--- src/cmtx_defines.svh ---
// constants of the carrier modulator transmitter: offsets, fields, reset values
// How it works
// - with generator and pin output both enabled, the pin follows the transmitter output.
// - with the generator off and the pin output enabled, the pin shows the software latch bit.
// - with the pin output disabled, the pin is released whatever the generator does.
// - counting and end-of-cycle events continue while the pin is released, as a modulo timer.
// - the input clock is divided by one, two, four or eight before the counters see it.
// - an interrupt request is raised at the end of each modulation cycle when enabled.
// - extended space forces modulator cycles to be spaces in time, baseband and shift modes.
// - time, baseband, frequency-shift and direct software pin control are the four modes.
// - the carrier counter counts up, compares before each step, reloads to one on a match
// - in frequency-shift mode the carrier swaps count sets at each modulator cycle end.
`ifndef CMTX_DEFINES_SVH
`define CMTX_DEFINES_SVH
`define CMTX_ADDR_W 3
`define CMTX_DATA_W 8
// register offsets
`define CMTX_OFS_PRI_HIGH 3'h0
`define CMTX_OFS_PRI_LOW 3'h1
`define CMTX_OFS_SEC_HIGH 3'h2
`define CMTX_OFS_SEC_LOW 3'h3
`define CMTX_OFS_OUT_CTRL 3'h4
`define CMTX_OFS_MOD_CTRL 3'h5
`define CMTX_OFS_MARK 3'h6
`define CMTX_OFS_SPACE 3'h7
// output control fields
`define CMTX_OC_PIN_EN 0
`define CMTX_OC_LATCH 1
// modulator status and control fields
`define CMTX_MSC_GEN_EN 0
`define CMTX_MSC_IRQ_EN 1
`define CMTX_MSC_BASE 2
`define CMTX_MSC_FSK 3
`define CMTX_MSC_EXSP 4
`define CMTX_MSC_DIV_LO 5
`define CMTX_MSC_DIV_HI 6
`define CMTX_MSC_EOC 7
// reset values
`define CMTX_RST_COUNT 8'h01
`define CMTX_RST_BYTE 8'h00
`define CMTX_CNT_ONE 8'h01
// prescaler masks for divide by 1, 2, 4, 8
`define CMTX_DIV_MASK_1 3'h0
`define CMTX_DIV_MASK_2 3'h1
`define CMTX_DIV_MASK_4 3'h3
`define CMTX_DIV_MASK_8 3'h7
// modulator ticks once per eight carrier clocks
`define CMTX_MOD_DIV_MAX 3'h7
`endif

--- src/cmtx_pkg.sv ---
// types of the carrier modulator transmitter
`default_nettype none
package cmtx_pkg;
   // gray coded modulator phase: idle -> mark -> space -> mark
   typedef enum logic [1:0] {
      CMTX_MOD_IDLE = 2'b00,
      CMTX_MOD_MARK = 2'b01,
      CMTX_MOD_SPACE = 2'b11
   } cmtx_mod_state_t;
endpackage
`default_nettype wire

--- src/cmtx_carrier_gen.sv ---
// carrier generator: high/low time up counter
`include "cmtx_defines.svh"
`default_nettype none
module cmtx_carrier_gen (
   input wire logic mclk,
   input wire logic rst_n,
   input wire logic run,
   input wire logic tick,
   input wire logic [7:0] high_cnt,
   input wire logic [7:0] low_cnt,
   output logic carrier
);
   logic [7:0] cnt_q;
   logic [7:0] cnt_d;
   logic level_q;
   logic level_d;
   wire [7:0] cmp_val;
   wire hit;

   // compare against the count of the phase in progress
   assign cmp_val = level_q ? high_cnt : low_cnt;
   assign hit = (cnt_q == cmp_val);
   // a zero count matches only once the counter wraps to zero, so that phase lasts 256 ticks
   assign cnt_d = !run ? `CMTX_CNT_ONE :
                  !tick ? cnt_q :
                  hit ? `CMTX_CNT_ONE : cnt_q + `CMTX_CNT_ONE;
   assign level_d = !run ? 1'b1 : (tick && hit) ? ~level_q : level_q;

   always_ff @(posedge mclk or negedge rst_n) begin
      if (!rst_n) begin
         cnt_q <= `CMTX_RST_COUNT;
         level_q <= 1'b1;
      end else begin
         cnt_q <= cnt_d;
         level_q <= level_d;
      end
   end

   assign carrier = level_q;
endmodule
`default_nettype wire

--- src/cmtx_top.sv ---
// carrier modulator transmitter: registers, prescaler, modulator, pin output
`include "cmtx_defines.svh"
`default_nettype none
module cmtx_top
   import cmtx_pkg::*;
(
   input wire logic mclk,
   input wire logic rst_n,
   input wire logic [`CMTX_ADDR_W-1:0] addr,
   input wire logic [`CMTX_DATA_W-1:0] wdata,
   input wire logic wr,
   input wire logic rd,
   output logic [`CMTX_DATA_W-1:0] rdata,
   output logic irq,
   output logic infrared_out_pin_o,
   output logic infrared_out_pin_oe
);
   // software registers
   logic [7:0] pri_high_q;
   logic [7:0] pri_low_q;
   logic [7:0] sec_high_q;
   logic [7:0] sec_low_q;
   logic [7:0] mark_q;
   logic [7:0] space_q;
   logic output_pin_enable_q;
   logic pin_software_latch_q;
   logic generator_enable_q;
   logic irq_en_q;
   logic baseband_q;
   logic fsk_q;
   logic extended_space_select_q;
   logic [1:0] clock_divide_select_q;
   logic eoc_flag_q;
   logic [7:0] rdata_q;
   logic irq_q;
   logic pin_q;
   logic pin_oe_q;
   // engine state
   logic [2:0] pre_q;
   logic [2:0] mdiv_q;
   logic [7:0] mcnt_q;
   logic use_sec_q;
   cmtx_mod_state_t mst_q;
   cmtx_mod_state_t mst_d;
   logic [7:0] mcnt_d;

   // address decode
   wire wr_ph = wr && (addr == `CMTX_OFS_PRI_HIGH);
   wire wr_pl = wr && (addr == `CMTX_OFS_PRI_LOW);
   wire wr_sh = wr && (addr == `CMTX_OFS_SEC_HIGH);
   wire wr_sl = wr && (addr == `CMTX_OFS_SEC_LOW);
   wire wr_oc = wr && (addr == `CMTX_OFS_OUT_CTRL);
   wire wr_msc = wr && (addr == `CMTX_OFS_MOD_CTRL);
   wire wr_mk = wr && (addr == `CMTX_OFS_MARK);
   wire wr_sp = wr && (addr == `CMTX_OFS_SPACE);

   // read mux; every offset of the 3-bit space is mapped
   wire [7:0] oc_rd = {6'h00, pin_software_latch_q, output_pin_enable_q};
   wire [7:0] msc_rd = {eoc_flag_q, clock_divide_select_q, extended_space_select_q,
                        fsk_q, baseband_q, irq_en_q, generator_enable_q};
   wire [7:0] rd_mux = (addr == `CMTX_OFS_PRI_HIGH) ? pri_high_q :
                       (addr == `CMTX_OFS_PRI_LOW) ? pri_low_q :
                       (addr == `CMTX_OFS_SEC_HIGH) ? sec_high_q :
                       (addr == `CMTX_OFS_SEC_LOW) ? sec_low_q :
                       (addr == `CMTX_OFS_OUT_CTRL) ? oc_rd :
                       (addr == `CMTX_OFS_MOD_CTRL) ? msc_rd :
                       (addr == `CMTX_OFS_MARK) ? mark_q : space_q;

   // prescaler: tick when the selected low bits are all ones
   wire [2:0] div_mask = (clock_divide_select_q == 2'h0) ? `CMTX_DIV_MASK_1 :
                         (clock_divide_select_q == 2'h1) ? `CMTX_DIV_MASK_2 :
                         (clock_divide_select_q == 2'h2) ? `CMTX_DIV_MASK_4 :
                         `CMTX_DIV_MASK_8;
   wire pre_tick = generator_enable_q && ((pre_q & div_mask) == div_mask);
   wire mod_tick = pre_tick && (mdiv_q == `CMTX_MOD_DIV_MAX);

   // carrier count set; shift mode may swap to the secondary pair
   wire sel_sec = fsk_q && !baseband_q && use_sec_q;
   wire [7:0] hi_sel = sel_sec ? sec_high_q : pri_high_q;
   wire [7:0] lo_sel = sel_sec ? sec_low_q : pri_low_q;
   wire carrier_raw;
   wire carrier = baseband_q ? 1'b1 : carrier_raw;

   cmtx_carrier_gen u_carrier (
      .mclk(mclk),
      .rst_n(rst_n),
      .run(generator_enable_q && !baseband_q),
      .tick(pre_tick),
      .high_cnt(hi_sel),
      .low_cnt(lo_sel),
      .carrier(carrier_raw)
   );

   // modulator: mark phase opens the gate, space closes it, space end closes the cycle
   wire mark_done = (mcnt_q >= mark_q);
   wire space_done = (mcnt_q >= space_q);
   wire eoc = mod_tick && (mst_q == CMTX_MOD_SPACE) && space_done;

   always_comb begin
      mst_d = mst_q;
      mcnt_d = mcnt_q;
      if (!generator_enable_q) begin
         mst_d = CMTX_MOD_IDLE;
         mcnt_d = `CMTX_RST_BYTE;
      end else begin
         unique case (mst_q)
            CMTX_MOD_IDLE: begin
               mst_d = CMTX_MOD_MARK;
               mcnt_d = `CMTX_RST_BYTE;
            end
            CMTX_MOD_MARK: begin
               if (mod_tick) begin
                  mcnt_d = mark_done ? `CMTX_RST_BYTE : mcnt_q + `CMTX_CNT_ONE;
                  mst_d = mark_done ? CMTX_MOD_SPACE : CMTX_MOD_MARK;
               end
            end
            CMTX_MOD_SPACE: begin
               if (mod_tick) begin
                  mcnt_d = space_done ? `CMTX_RST_BYTE : mcnt_q + `CMTX_CNT_ONE;
                  mst_d = space_done ? CMTX_MOD_MARK : CMTX_MOD_SPACE;
               end
            end
            default: begin
               mst_d = CMTX_MOD_IDLE;
               mcnt_d = `CMTX_RST_BYTE;
            end
         endcase
      end
   end

   // gate is open only in the mark phase and never under extended space
   wire gate = (mst_q == CMTX_MOD_MARK) && !extended_space_select_q;
   wire tx_out = gate && carrier;
   wire pin_d = generator_enable_q ? tx_out : pin_software_latch_q;
   // a flag raised in the cycle software clears it survives
   wire eoc_clr = wr_msc && wdata[`CMTX_MSC_EOC];
   wire eoc_d = eoc | (eoc_flag_q & ~eoc_clr);

   // engine registers
   always_ff @(posedge mclk or negedge rst_n) begin
      if (!rst_n) begin
         pre_q <= 3'h0;
         mdiv_q <= 3'h0;
         mcnt_q <= `CMTX_RST_BYTE;
         mst_q <= CMTX_MOD_IDLE;
         use_sec_q <= 1'b0;
      end else begin
         pre_q <= generator_enable_q ? pre_q + 3'h1 : 3'h0;
         mdiv_q <= !generator_enable_q ? 3'h0 : pre_tick ? mdiv_q + 3'h1 : mdiv_q;
         mcnt_q <= mcnt_d;
         mst_q <= mst_d;
         use_sec_q <= !generator_enable_q ? 1'b0 : eoc ? ~use_sec_q : use_sec_q;
      end
   end

   // carrier count registers
   always_ff @(posedge mclk or negedge rst_n) begin
      if (!rst_n) begin
         pri_high_q <= `CMTX_RST_BYTE;
         pri_low_q <= `CMTX_RST_BYTE;
         sec_high_q <= `CMTX_RST_BYTE;
         sec_low_q <= `CMTX_RST_BYTE;
      end else begin
         if (wr_ph) pri_high_q <= wdata;
         if (wr_pl) pri_low_q <= wdata;
         if (wr_sh) sec_high_q <= wdata;
         if (wr_sl) sec_low_q <= wdata;
      end
   end

   // modulator times and control bits
   always_ff @(posedge mclk or negedge rst_n) begin
      if (!rst_n) begin
         mark_q <= `CMTX_RST_BYTE;
         space_q <= `CMTX_RST_BYTE;
         output_pin_enable_q <= 1'b0;
         pin_software_latch_q <= 1'b0;
         generator_enable_q <= 1'b0;
         irq_en_q <= 1'b0;
         baseband_q <= 1'b0;
         fsk_q <= 1'b0;
         extended_space_select_q <= 1'b0;
         clock_divide_select_q <= 2'h0;
      end else begin
         if (wr_mk) mark_q <= wdata;
         if (wr_sp) space_q <= wdata;
         if (wr_oc) begin
            output_pin_enable_q <= wdata[`CMTX_OC_PIN_EN];
            pin_software_latch_q <= wdata[`CMTX_OC_LATCH];
         end
         if (wr_msc) begin
            generator_enable_q <= wdata[`CMTX_MSC_GEN_EN];
            irq_en_q <= wdata[`CMTX_MSC_IRQ_EN];
            baseband_q <= wdata[`CMTX_MSC_BASE];
            fsk_q <= wdata[`CMTX_MSC_FSK];
            extended_space_select_q <= wdata[`CMTX_MSC_EXSP];
            clock_divide_select_q <= wdata[`CMTX_MSC_DIV_HI:`CMTX_MSC_DIV_LO];
         end
      end
   end

   // outputs straight from flops; pin value kept even while released
   always_ff @(posedge mclk or negedge rst_n) begin
      if (!rst_n) begin
         eoc_flag_q <= 1'b0;
         rdata_q <= `CMTX_RST_BYTE;
         irq_q <= 1'b0;
         pin_q <= 1'b0;
         pin_oe_q <= 1'b0;
      end else begin
         eoc_flag_q <= eoc_d;
         rdata_q <= rd ? rd_mux : `CMTX_RST_BYTE;
         irq_q <= eoc_d && irq_en_q;
         pin_q <= pin_d;
         pin_oe_q <= output_pin_enable_q;
      end
   end

   assign rdata = rdata_q;
   assign irq = irq_q;
   assign infrared_out_pin_o = pin_q;
   assign infrared_out_pin_oe = pin_oe_q;
endmodule
`default_nettype wire

--- config.mk ---
export PLATFORM = sky130hd
export DESIGN_NAME = cmtx_top
export DESIGN_NICKNAME = d
export VERILOG_FILES = /design/src/cmtx_pkg.sv /design/src/cmtx_carrier_gen.sv /design/src/cmtx_top.sv
export VERILOG_INCLUDE_DIRS = /design/src
export SDC_FILE = /design/constraint.sdc
export NUM_CORES = 1
export LEC_CHECK = 0
export ABC_AREA = 0
export BUFFER_PORTS_ARGS = -buffer_cell sky130_fd_sc_hd__buf_2
export CAP_MARGIN = 25
export CORE_ASPECT_RATIO = 0.6
export CORE_MARGIN = 5
export CORE_UTILIZATION = 55
export CTS_CLUSTER_DIAMETER = 100
export DETAILED_ROUTE_END_ITERATION = 12
export GPL_TIMING_DRIVEN = 0
export PLACE_DENSITY = 0.88
export SLEW_MARGIN = 20
export SYNTH_ARGS = -nofsm -noshare
export SYNTH_HDL_FRONTEND = slang
export SYNTH_SLANG_ARGS = --single-unit
--- constraint.sdc ---
create_clock -name mclk -period 2.2 [get_ports mclk]
set_input_delay 0.11 -clock mclk [delete_from_list [all_inputs] [get_ports mclk]]
set_output_delay 0.11 -clock mclk [all_outputs]
set_load 0.01 [all_outputs]
==> results.yml <==
pwr:
  switching_power_uw: 1630
  power_uw: 5260
  pwr-share-clk_pct: 31.7
  pwr-share-comb_pct: 24.1
  seq_power_share_pct: 44.2
  power.internal_uw: 3630
  p_per_area_mw_per_mm2: 837
  swShare_pct: 30.9
  ir_drop_uv: 641
  p_leak_uw: 0.00280
synth:
  synth_edf_count: 0
  syn_avg_cell_area_um2: 10.7
  async_flop_share_pct: 100
  synth_top_area_share_pct: 44.6
  syn-num-nets: 524
  ys_seq_area_share_pct: 45.7
  netlist_area_mm2: 0.00521
  yosysWarnings: 0
  ys_dominant_reg_cell: "dfrtp_1"
  syn_inst: 488
  synth_cell_types: 58
  synthTopCellsByArea: "dfrtp_1 45%, mux2_2 11%, mux2i_1 5.4%"
  synth_top_area_cell: "dfrtp_1"
  yosys_register_bits: 95
die:
  die_height_um: 85.4
  fp-row-count: 27
  start_util_pct: 56.5
  ios: 26
  coreArea_mm2: 0.00922
  die_area_mm2: 0.0116
  dieWidth_um: 136
setup_path:
  timing.rr.start: "u_carrier.carrier"
  crit_required_ps: 2480
  crit_path_end_kind: "register"
  ff2ff_path_depth: 11
  crit_path_max_fanout: 6
  reg2reg_to: "u_carrier.cnt_q[0]"
  startpoint_type: "register"
  crit_type: "reg -> reg"
  cp.arrival_ps: 2620
  rrSetupSlack_ps: -140
sta:
  period_minus_slack_ps: 2340
  slew_headroom_pct: 41.1
  hold_viol: 0
  finalClockSkew_ps: 7.64
  hold_ws_ps: 71.2
  drv_slew: 0
  worst_pin_slew_ps: 878
  fmax_mhz: 427
  period_share_pct: 106
  worst_slack_ps: -139
  grt_setup_unrepaired: "true"
  setup_viol: 11
final_layout:
  finalNetCount: 578
  n_antenna_cell: 0
  final_common_cell: "dfrtp_1"
  final_layout_size_suffix_gt1_share_pct: 30.5
  synthToLayoutAreaGrowth_pct: 20.5
  fillCellCount: 647
  most-common-layout-cells: "91 x dfrtp_1, 53 x mux2_2, 34 x nand2_1, 26 x nor2_1, 25 x buf_2"
drt:
  drt_iter0_markers: 535
  dr.pass1.iters: 5
  drc: 0
  wirelength_um: 14300
  ant_nets: 0
  via_per_inst: 6.33
  vias: 4284
  wire_per_inst_um: 21.0
placement:
  port_buffers: 23
  post-dp-hpwl_um: 9440
  dp_slack_ps: -251
  gp_congestion: 0.925
hold_path:
  hold_class: "in -> reg"
  worstHoldStart: "wdata[7]"
  whs_endpoint: "pri_low_q[7]"
  whs_path_depth: 2
clock_tree:
  h-tree-depth: 3
  cts_tree: "built"
  cts_buffers: 9
  clockRootBuffer: "clkbuf_16"
  clkTransAtPathRegs_ps: 70
  cts_sinks: 95
  clock_latency_ps: 350
  cts.path.max_buffers: 2
global_routing:
  overflow: 0
  grt_pass1_wl_um: 22100
  grt_usage_pct: 24.5
  grt_pass1_vias: 4198
  grt_max_degree: 84
  antenna_found_initial: 0
run_status:
  status: "finished, violations left"
  violations: "negative setup slack"
job:
  drv_cap: 0
## logic make-up after synthesis
kind of cell               Yosys count  share of synthesized area, %
and+or+nand+nor                    144                          14.5
DFF                                 95                          45.7
AOI/OAI and AO/OA                   88                          10.7
muxes                               84                          18.1
buffers and inverters               43                          3.74
adders and majority gates           21                          5.04
xor gates and xnor gates            13                          2.18
## layout make-up
cell class / count / area [um^2] / area share (%)
well taps: 130 / 163 / 2.59
clock inverters: 6 / 85.1 / 1.35
multi-input cells: 352 / 2910 / 46.3
flip-flops and latches: 95 / 2380 / 37.9
clock buffers: 10 / 229 / 3.65
inverters: 22 / 82.6 / 1.31
plain buffers: 21 / 130 / 2.07
repair buffers: 41 / 303 / 4.82
## synth_stat cells (2+ instances only)
cell,number
dfrtp_1,93
mux2_2,53
nand2_1,34
o21ai_0,29
mux2i_1,28
nor2_1,27
nand3_1,22
ha_1,21
inv_1,21
a21oi_1,19
clkbuf_1,13
xnor2_1,10
a22oi_1,8
nor2b_1,8
nand2b_1,7
nand4_1,7
and2_1,5
nor4b_1,5
o22ai_1,5
or3_1,5
and3_1,4
buf_6,4
nor3_1,4
nor4_1,4
a211oi_1,3
a21boi_0,3
buf_2,3
mux4_2,3
o22a_1,3
xor2_1,3
a21o_1,2
dfstp_2,2
nor3b_1,2
o2111ai_1,2
o211ai_1,2
or4_1,2
## worst max-delay path by stage
stage	startpoint	endpoint	slack, ps	cells past startpoint
2_1_floorplan	mcnt_q[0]	mcnt_q[5]	20	9
3_3_place_gp	mcnt_q[0]	mcnt_q[5]	-150	9
3_5_place_dp	u_carrier.carrier	u_carrier.cnt_q[0]	-250	10
4_1_cts	u_carrier.carrier	u_carrier.cnt_q[0]	-90	10
5_1_grt	baseband_q	u_carrier.carrier	-200	9
6_report	u_carrier.carrier	u_carrier.cnt_q[0]	-140	11
## per-layer routing
metal	part of all wire (%)	wire length (um)	global-route usage (%)
met1	42	6010	35.7
met2	46	6580	36.7
met3	10	1470	6.87
met4	1.3	187	5.49
met5	0	0	0
## sequential cells by signal (all words and copies together) (netlist names), 2 cells and up
| register | flops |
|---|---|
| sec_low_q | 8 |
| rdata | 8 |
| pri_low_q | 8 |
| mcnt_q | 8 |
| space_q | 8 |
| u_carrier.cnt_q | 8 |
| clock_divide_select_q | 2 |
| sec_high_q | 8 |
| pre_q | 3 |
| mst_q | 2 |
| mark_q | 8 |
| pri_high_q | 8 |
| mdiv_q | 3 |
## critical path, cell delays in order (launching register included)
cell and delay (ps):
dfstp_2 550, buf_12 120, buf_12 130, buf_12 120, mux2i_1 70, mux2i_1 290, xnor2_1 160, nand4_1 130
or2_4 270, buf_6 130, and3_4 170, o21ai_2 130
## metrics by stage
stage / setup TNS [ps] / utilization, % / std cells / cell area, um^2
after floorplan: 0 / - / 488 / 5210
after global placement: -1060 / 59.5 / 641 / 5490
after detailed placement: -2950 / 59.9 / 642 / 5520
after CTS: -217 / 65.8 / 670 / 6070
after global routing: -1690 / 68.1 / 677 / 6280
final: -628 / 68.1 / 677 / 6280
## power groups by stage
stage / combinational (uW) / sequential (uW) / clock [uW]
6_report: 1270 / 2330 / 1670
5_1_grt: 1380 / 2350 / 1760
4_1_cts: 1170 / 2290 / 1670
3_5_place_dp: 1080 / 2320 / 0
3_3_place_gp: 1010 / 2290 / 0
2_1_floorplan: 766 / 2240 / 0
## what timing repair did
action	4_1_cts	5_1_grt
hold buffers	1	0
pin swaps	5	17
buffers inserted	11	3
gates cloned	0	3
gates resized for setup	22	37
endpoints found under the hold margin	93	0
setup endpoints to repair	19	17
Power figures use the tool's default switching activity.
